File: src/core/fwsr_pkg.sv
// package for the flash write status host controller
package fwsr_pkg;
  // register byte offsets
  localparam logic [3:0] FWSR_REG_CMD = 4'h0;
  localparam logic [3:0] FWSR_REG_ADDR = 4'h4;
  localparam logic [3:0] FWSR_REG_DATA = 4'h8;
  localparam logic [3:0] FWSR_REG_STAT = 4'hC;
  // command field values
  localparam logic [1:0] FWSR_CMD_WRITE = 2'h1;
  localparam logic [1:0] FWSR_CMD_READ = 2'h2;
  localparam logic [1:0] FWSR_CMD_POLL = 2'h3;
  // status bit positions
  localparam int FWSR_ST_BUSY = 0;
  localparam int FWSR_ST_DONE = 1;
  localparam int FWSR_ST_FAIL = 2;
  localparam int FWSR_ST_RDY = 3;
  localparam int FWSR_ST_WIN = 4;
  localparam int FWSR_ST_SUSP = 5;
  // flash data bit positions
  localparam int FWSR_BIT_POLL = 7;
  localparam int FWSR_BIT_TOG1 = 6;
  localparam int FWSR_BIT_TMO = 5;
  localparam int FWSR_BIT_WIN = 3;
  localparam int FWSR_BIT_TOG2 = 2;
  localparam logic [7:0] FWSR_RESET_CMD = 8'hF0;
  // bus cycle timing
  localparam int FWSR_CLK_MHZ = 40;
  localparam int FWSR_STROBE_NS = 100;
  localparam logic [3:0] FWSR_STROBE_CYC = 4'((FWSR_STROBE_NS * FWSR_CLK_MHZ + 999) / 1000);
  localparam logic [19:0] FWSR_ADDR_RST = 20'h00000;
  localparam logic [7:0] FWSR_DATA_RST = 8'h00;
  typedef enum logic [3:0] {
    FWSR_IDLE = 4'h0,
    FWSR_WR_ACT = 4'h1,
    FWSR_WR_REL = 4'h2,
    FWSR_RD_ACT = 4'h3,
    FWSR_RD_REL = 4'h4,
    FWSR_PL_EVAL = 4'h5,
    FWSR_RST_ACT = 4'h6,
    FWSR_RST_REL = 4'h7
  } fwsr_state_type;
endpackage

File: src/core/fwsr_host.sv
// host controller driving flash bus cycles and toggle polling
// Operation
// - host combines both toggle bits for sector and mode status
// - host reads twice; unchanged toggle means operation complete
// - toggling with timeout high: recheck; still toggling means failure
// - host resuming polling restarts from its first double read; here host reads once more and compares with the previous read
// - after timeout failure host writes reset command
// - host may skip window flag only if commands under 50 us apart; this host never checks it itself
// - host checks window flag before and after each added sector; here the flag is only reported as status bit 4
// - host gives valid address when reading polling or second toggle bit
// - reset command is one write of F0 at any address
//
// Register access over AXI4-Lite and the address map were chosen for this implementation.
`timescale 1ns/1ps
module fwsr_host (
  input wire logic clk_sys_in,
  input wire logic rstn_in,
  input wire logic [3:0] s_axi_awaddr_in,
  input wire logic s_axi_awvalid_in,
  output logic s_axi_awready_out,
  input wire logic [31:0] s_axi_wdata_in,
  input wire logic [3:0] s_axi_wstrb_in,
  input wire logic s_axi_wvalid_in,
  output logic s_axi_wready_out,
  output logic [1:0] s_axi_bresp_out,
  output logic s_axi_bvalid_out,
  input wire logic s_axi_bready_in,
  input wire logic [3:0] s_axi_araddr_in,
  input wire logic s_axi_arvalid_in,
  output logic s_axi_arready_out,
  output logic [31:0] s_axi_rdata_out,
  output logic [1:0] s_axi_rresp_out,
  output logic s_axi_rvalid_out,
  input wire logic s_axi_rready_in,
  output logic [19:0] flash_addr_out,
  input wire logic [7:0] flash_dq_in,
  output logic [7:0] flash_dq_out,
  output logic flash_dq_oe_out,
  output logic flash_ce_n_out,
  output logic flash_oe_n_out,
  output logic flash_we_n_out,
  input wire logic busy_open_drain_in
);
  import fwsr_pkg::*;

  fwsr_state_type st_r, st_nxt;
  logic [3:0] cnt_r, cnt_nxt;
  logic [19:0] addr_r, addr_nxt;
  logic [7:0] wdat_r, wdat_nxt;
  logic [7:0] rdat_r, rdat_nxt;
  logic [7:0] prev_r, prev_nxt;
  logic [1:0] nrd_r, nrd_nxt;
  logic tmo_seen_r, tmo_seen_nxt;
  logic done_r, done_nxt, fail_r, fail_nxt, susp_r, susp_nxt;
  logic busy_s1_r, busy_s2_r;
  logic [7:0] dq_s1_r, dq_s2_r;
  logic ce_n_r, ce_n_nxt, oe_n_r, oe_n_nxt, we_n_r, we_n_nxt, dqoe_r, dqoe_nxt;
  logic [7:0] dqo_r, dqo_nxt;
  logic aw_r, aw_nxt, w_r, w_nxt, bv_r, bv_nxt, arr_r, arr_nxt, rv_r, rv_nxt;
  logic [3:0] awa_r, awa_nxt;
  logic [31:0] wd_r, wd_nxt, rd_r, rd_nxt;
  logic [1:0] cmd;
  logic start_wr, start_rd, start_pl;
  // bus capture: accept aw and w in either order, answer after both
  always_comb begin
    aw_nxt = aw_r;
    w_nxt = w_r;
    awa_nxt = awa_r;
    wd_nxt = wd_r;
    bv_nxt = bv_r;
    if (s_axi_awvalid_in && !aw_r && !bv_r) begin
      aw_nxt = 1'b1;
      awa_nxt = s_axi_awaddr_in;
    end
    if (s_axi_wvalid_in && !w_r && !bv_r) begin
      w_nxt = 1'b1;
      wd_nxt = s_axi_wdata_in;
    end
    if (aw_r && w_r && !bv_r) begin
      bv_nxt = 1'b1;
      aw_nxt = 1'b0;
      w_nxt = 1'b0;
    end
    if (bv_r && s_axi_bready_in) begin
      bv_nxt = 1'b0;
    end
  end
  assign cmd = wd_r[1:0];
  assign start_wr = aw_r && w_r && !bv_r && awa_r == FWSR_REG_CMD && cmd == FWSR_CMD_WRITE;
  assign start_rd = aw_r && w_r && !bv_r && awa_r == FWSR_REG_CMD && cmd == FWSR_CMD_READ;
  assign start_pl = aw_r && w_r && !bv_r && awa_r == FWSR_REG_CMD && cmd == FWSR_CMD_POLL;
  // read channel: data answers the cycle after arready, never together with it
  always_comb begin
    arr_nxt = 1'b0;
    rv_nxt = rv_r;
    rd_nxt = rd_r;
    if (arr_r) rv_nxt = 1'b1;
    if (s_axi_arvalid_in && !rv_r && !arr_r) begin
      arr_nxt = 1'b1;
      case (s_axi_araddr_in)
        FWSR_REG_ADDR: rd_nxt = {12'h000, addr_r};
        FWSR_REG_DATA: rd_nxt = {16'h0000, rdat_r, wdat_r};
        FWSR_REG_STAT: rd_nxt = {26'h0000000, susp_r, rdat_r[FWSR_BIT_WIN], busy_s2_r,
                                 fail_r, done_r, st_r != FWSR_IDLE};
        default: rd_nxt = 32'h00000000;
      endcase
    end
    if (rv_r && s_axi_rready_in) begin
      rv_nxt = 1'b0;
    end
  end
  // flash cycle sequencer and toggle poll
  always_comb begin
    st_nxt = st_r;
    cnt_nxt = cnt_r;
    addr_nxt = addr_r;
    wdat_nxt = wdat_r;
    rdat_nxt = rdat_r;
    prev_nxt = prev_r;
    nrd_nxt = nrd_r;
    tmo_seen_nxt = tmo_seen_r;
    done_nxt = done_r;
    fail_nxt = fail_r;
    susp_nxt = susp_r;
    ce_n_nxt = 1'b1;
    oe_n_nxt = 1'b1;
    we_n_nxt = 1'b1;
    dqoe_nxt = 1'b1;
    dqo_nxt = dqo_r;
    if (aw_r && w_r && !bv_r && st_r == FWSR_IDLE) begin
      if (awa_r == FWSR_REG_ADDR) addr_nxt = wd_r[19:0];
      if (awa_r == FWSR_REG_DATA) wdat_nxt = wd_r[7:0];
    end
    case (st_r)
      FWSR_IDLE: begin
        cnt_nxt = FWSR_STROBE_CYC;
        if (start_wr) begin
          st_nxt = FWSR_WR_ACT;
          dqo_nxt = wdat_r;
        end else if (start_rd) begin
          st_nxt = FWSR_RD_ACT;
          nrd_nxt = 2'h0;
        end else if (start_pl) begin
          st_nxt = FWSR_RD_ACT;
          nrd_nxt = 2'h2;
          tmo_seen_nxt = 1'b0;
          done_nxt = 1'b0;
          fail_nxt = 1'b0;
        end
      end
      FWSR_WR_ACT, FWSR_RST_ACT: begin
        ce_n_nxt = 1'b0;
        we_n_nxt = 1'b0;
        dqoe_nxt = 1'b0;
        cnt_nxt = cnt_r - 4'h1;
        if (cnt_r == 4'h1) begin
          we_n_nxt = 1'b1;
          st_nxt = (st_r == FWSR_WR_ACT) ? FWSR_WR_REL : FWSR_RST_REL;
          cnt_nxt = FWSR_STROBE_CYC;
        end
      end
      FWSR_WR_REL, FWSR_RST_REL: begin
        cnt_nxt = cnt_r - 4'h1;
        if (cnt_r == 4'h1) st_nxt = FWSR_IDLE;
      end
      FWSR_RD_ACT: begin
        ce_n_nxt = 1'b0;
        oe_n_nxt = 1'b0;
        cnt_nxt = cnt_r - 4'h1;
        if (cnt_r == 4'h1) begin
          oe_n_nxt = 1'b1;
          rdat_nxt = dq_s2_r;
          prev_nxt = rdat_r;
          st_nxt = FWSR_RD_REL;
          cnt_nxt = FWSR_STROBE_CYC;
        end
      end
      FWSR_RD_REL: begin
        cnt_nxt = cnt_r - 4'h1;
        if (cnt_r == 4'h1) begin
          cnt_nxt = FWSR_STROBE_CYC;
          if (nrd_r == 2'h2) begin
            st_nxt = FWSR_RD_ACT;
            nrd_nxt = 2'h1;
          end else if (nrd_r == 2'h1) begin
            st_nxt = FWSR_PL_EVAL;
          end else begin
            st_nxt = FWSR_IDLE;
          end
        end
      end
      FWSR_PL_EVAL: begin
        cnt_nxt = FWSR_STROBE_CYC;
        if (prev_r[FWSR_BIT_TOG1] == rdat_r[FWSR_BIT_TOG1]) begin
          done_nxt = 1'b1;
          susp_nxt = busy_s2_r && prev_r[FWSR_BIT_TOG2] != rdat_r[FWSR_BIT_TOG2];
          st_nxt = FWSR_IDLE;
        end else if (tmo_seen_r) begin
          fail_nxt = 1'b1;
          st_nxt = FWSR_RST_ACT;
          dqo_nxt = FWSR_RESET_CMD;
        end else begin
          tmo_seen_nxt = rdat_r[FWSR_BIT_TMO];
          st_nxt = FWSR_RD_ACT;
          nrd_nxt = 2'h1;
        end
      end
      default: st_nxt = FWSR_IDLE;
    endcase
  end
  always_ff @(posedge clk_sys_in or negedge rstn_in) begin
    if (!rstn_in) begin
      st_r <= FWSR_IDLE;
      cnt_r <= 4'h0;
      addr_r <= FWSR_ADDR_RST;
      wdat_r <= FWSR_DATA_RST;
      rdat_r <= FWSR_DATA_RST;
      prev_r <= FWSR_DATA_RST;
      nrd_r <= 2'h0;
      tmo_seen_r <= 1'b0;
      done_r <= 1'b0;
      fail_r <= 1'b0;
      susp_r <= 1'b0;
      busy_s1_r <= 1'b1;
      busy_s2_r <= 1'b1;
      dq_s1_r <= 8'h00;
      dq_s2_r <= 8'h00;
      ce_n_r <= 1'b1;
      oe_n_r <= 1'b1;
      we_n_r <= 1'b1;
      dqoe_r <= 1'b1;
      dqo_r <= 8'h00;
      aw_r <= 1'b0;
      w_r <= 1'b0;
      bv_r <= 1'b0;
      arr_r <= 1'b0;
      rv_r <= 1'b0;
      awa_r <= 4'h0;
      wd_r <= 32'h00000000;
      rd_r <= 32'h00000000;
    end else begin
      st_r <= st_nxt;
      cnt_r <= cnt_nxt;
      addr_r <= addr_nxt;
      wdat_r <= wdat_nxt;
      rdat_r <= rdat_nxt;
      prev_r <= prev_nxt;
      nrd_r <= nrd_nxt;
      tmo_seen_r <= tmo_seen_nxt;
      done_r <= done_nxt;
      fail_r <= fail_nxt;
      susp_r <= susp_nxt;
      busy_s1_r <= busy_open_drain_in;
      busy_s2_r <= busy_s1_r;
      dq_s1_r <= flash_dq_in;
      dq_s2_r <= dq_s1_r;
      ce_n_r <= ce_n_nxt;
      oe_n_r <= oe_n_nxt;
      we_n_r <= we_n_nxt;
      dqoe_r <= dqoe_nxt;
      dqo_r <= dqo_nxt;
      aw_r <= aw_nxt;
      w_r <= w_nxt;
      bv_r <= bv_nxt;
      arr_r <= arr_nxt;
      rv_r <= rv_nxt;
      awa_r <= awa_nxt;
      wd_r <= wd_nxt;
      rd_r <= rd_nxt;
    end
  end
  assign s_axi_awready_out = aw_r;
  assign s_axi_wready_out = w_r;
  assign s_axi_bvalid_out = bv_r;
  assign s_axi_bresp_out = 2'h0;
  assign s_axi_arready_out = arr_r;
  assign s_axi_rvalid_out = rv_r;
  assign s_axi_rdata_out = rd_r;
  assign s_axi_rresp_out = 2'h0;
  assign flash_addr_out = addr_r;
  assign flash_dq_out = dqo_r;
  assign flash_dq_oe_out = dqoe_r;
  assign flash_ce_n_out = ce_n_r;
  assign flash_oe_n_out = oe_n_r;
  assign flash_we_n_out = we_n_r;
endmodule

File: config.mk
export PLATFORM = sky130hd
export DESIGN_NAME = fwsr_host
export DESIGN_NICKNAME = d
export VERILOG_FILES = /design/src/core/fwsr_pkg.sv /design/src/core/fwsr_host.sv
export SDC_FILE = /design/constraint.sdc
export NUM_CORES = 1
export LEC_CHECK = 0
export BUFFER_PORTS_ARGS = -buffer_cell sky130_fd_sc_hd__buf_4
export CORE_MARGIN = 4
export CORE_UTILIZATION = 53
export CTS_CLUSTER_DIAMETER = 120
export CTS_CLUSTER_SIZE = 12
export DETAILED_ROUTE_END_ITERATION = 6
export PLACE_DENSITY = 0.79
export RECOVER_POWER = 50
export SYNTH_ARGS = -nofsm -noshare
export SYNTH_HDL_FRONTEND = slang
export SYNTH_SLANG_ARGS = --single-unit
export TNS_END_PERCENT = 100
File: constraint.sdc
create_clock -name clk_sys_in -period 2.6 [get_ports clk_sys_in]
set_clock_uncertainty 0.15 [all_clocks]
set_input_delay 0.39 -clock clk_sys_in [delete_from_list [all_inputs] [get_ports clk_sys_in]]
set_output_delay 0.39 -clock clk_sys_in [all_outputs]
set_load 0.02 [all_outputs]
==> results.ini <==
[clocking]
clkTransAtPathRegs_ps = 60
numClockSinks = 130
h-tree-depth = 4
cts_tree = done
numCtsBuffers = 17
clock-root-buffer = clkbuf_8
post-cts-setup-buffers = 0
clk_latency_ps = 510
clock_path_buffers = 2

[setup_path]
critPathMaxFanout = 6
crit_start = st_r[0]
worstPathRequired_ps = 2870
end_kind = flip-flop
critPathKind = reg2reg
critPathMaxStageDelay_ps = 470
slowest_stage = or3_1
start_kind = flip-flop
reg2reg_from = st_r[0]
critPathTopFamily = simple AND/OR/NAND/NOR gates
crit_chain = or3_1, buf_4, nor4b_1, o22ai_1, a21oi_1
cp.arrival_ps = 2540
path_buf_inv = 1

[routing]
drt-initial-drc-count = 310
drtAntennaViolNets = 0
wl_mm = 12.64
drc = 0
vias_per_cell = 5.366
wl_per_cell_um = 17.53
via_count = 3869
first_pass_iters = 5

[synth]
async_flop_share_pct = 100.0
synth-main-ff-cell = dfrtp_1
synth-seq-cells = 130
synth_top_family_by_area = multiplexers
syn_area_um2 = 5396
syn_avg_cell_area_um2 = 12.94
synth_compound_area_share_pct = 10.06
yosys.area.top_type = dfrtp_1
yosysTopAreaCellShare_pct = 57.50
ys_types = 55
synthCells = 417
netlist_top_cells_area = dfrtp_1 58%, mux2_2 13%, dfstp_2 2.9%, buf_4 2.2%, o21ai_0 2.1%
synth_warnings = 0
synthMuxAreaShare_pct = 13.91
synth_edf_count = 0
synth_adder_area_share_pct = 0.9274
synth.yosys.seq_area_share_pct = 60.42
synthSimpleGateAreaFrac_pct = 9.182
synth_xor_area_share_pct = 0.8115

[power_and_ir_drop]
p_int_mw = 4.777
p_per_area_nw_per_um2 = 1000
clock_power_share_pct = 29.7
seqPwrFrac_pct = 41.9
p_comb_share_pct = 28.4
vdd_drop_max_mv = 1.049
p_switching_mw = 2.439
leakage_nw = 3.485
switching_share_pct = 33.80

[grt]
grt.overflow.total = 0
grt_pass1_wl_mm = 19.84
grt_use_total_pct = 22.41
antenna_found_initial = 0
grt_max_degree = 68
grt_pass1_vias = 3891

[timing]
finalCritPeriodShare_pct = 87.41
tns_ps = 0
drv_slew = 0
rsz0062_at_grt = no
timing.hold.ws_ps = 125.8
fin_crit_ps = 2273
relSlewSlack_pct = 33.54
worstMarginPinSlew_ps = 997.0
fmax_mhz = 440.0
setup_viol = 0
hold_viol = 0

[finish]
area_growth_pct = 33.71
n_fill_cell = 622
layout_common_cells = 124 x dfrtp_1, 103 x buf_4, 60 x mux2_2, 37 x dlygate4sd3_1
n_antenna_cell = 0
nNetsFinal = 639
layout-drive-gt1-share_pct = 38.27
final_common_cell = dfrtp_1

[floorplan]
fp.coreArea_um2 = 9864
die_w_um = 108.9
ioPinCount = 133
row_count = 36
start_util_pct = 54.71
dieArea_um2 = 11860
die-height_um = 108.9

[place]
portBuffers = 100
dp_hpwl_mm = 8.285
place_congestion = 0.9104

[min_path]
hold_path_class = in2reg
min_from = s_axi_wvalid_in

[job]
cap_violations = 0

[status]
outcome = complete, no violations

## synthesized netlist by cell type (3+ instances only)
library cell,count
clkbuf_1,10
mux2_2,60
dfstp_2,6
nor3b_1,3
a22oi_1,10
inv_1,13
nand2_1,23
nor3_1,3
nor2b_1,7
ha_1,4
buf_6,3
nand2b_1,3
nor2_1,23
buf_4,16
a22o_1,10
o2bb2ai_1,5
dfrtp_1,124
a21oi_1,16
xnor2_1,3
o21ai_0,23
mux2i_1,6
## through the flow
step	setup slack (ps)	utilization, %	area [µm²]	std cells	total power, mW
final	327.4	73.15	7216	721	7.216
after global routing	88.99	73.15	7216	721	7.600
after CTS	329.9	73.40	7241	721	7.248
after detailed placement	476.1	64.16	6329	652	5.035
after global placement	532.0	64.16	6329	652	4.917
after floorplan	585.3	-	5453	432	4.279
## final timing paths
kind	endpoint	slack [ps]	cells after the start
worst max-delay path	flash_dq_out[4]	330	5
worst min-delay path	s_axi_wready_out	130	4
worst max register to register	flash_dq_out[4]	330	5
worst min register to register	dq_s2_r[7]	190	0
max in group asynchronous	prev_r[6]	400	3
min in group asynchronous	s_axi_rdata_out[18]	400	2
## sequential cells by signal, summed over array words and instances, names as in the netlist, 4 cells and up
register and flops:
s_axi_rdata_out 20, cnt_r 4, flash_addr_out 20, awa_r 4
dq_s1_r 8, flash_dq_out 8, dq_s2_r 8, wd_r 20
wdat_r 8, rdat_r 8
## power groups by stage
stage | Combinational, mW | Sequential [mW] | Clock [mW]
detailed placement | 1.99 | 3.04 | 0
global placement | 1.92 | 3.00 | 0
floorplan | 1.17 | 3.11 | 0
finish | 2.05 | 3.02 | 2.15
CTS | 2.06 | 3.02 | 2.17
global route | 2.23 | 3.09 | 2.28
## final cells by class
class                      instances  area [µm²]  share of cell area [%]
timing repair buffer             155        1244                   17.24
clock inverter                    14       113.9                   1.578
sequential                       130        3261                   45.19
inverter                          13       48.80                  0.6763
clock buffer                      18       427.9                   5.930
multi-input combinational        258        1954                   27.09
tap                              133       166.4                   2.306
## cell families after synthesis
| group | after synthesis |
|---|---|
| xor gates and xnor gates | 5 |
| other | 1 |
| DFF | 130 |
| buffers and inverters | 44 |
| and+or+nand+nor | 84 |
| AOI/OAI and AO/OA | 82 |
| muxes | 67 |
| adders and majority gates | 4 |
## timing repair
item / 4_1_cts / 5_1_grt
hold endpoints to repair: 72 / 0
gates resized for setup: 0 / 0
hold buffers: 37 / 0
## per-layer routing
layer | part of all wire [%] | global-route usage (%) | vias to the layer above
met2 | 51 | 37.32 | 153
met4 | 1.3 | 7.755 | 0
met3 | 6.0 | 5.447 | 13
met1 | 41 | 28.74 | 1920
li1 | - | - | 1783
met5 | 0 | 0 | -
## worst register-to-register path, delay by kind of cell (launching register included)
kind            cells  cell delay (ps)
compound gates      2              510
buf+inv             1              200
flops               1              380
simple gates        2              930
(Power assumes the default switching activity.)
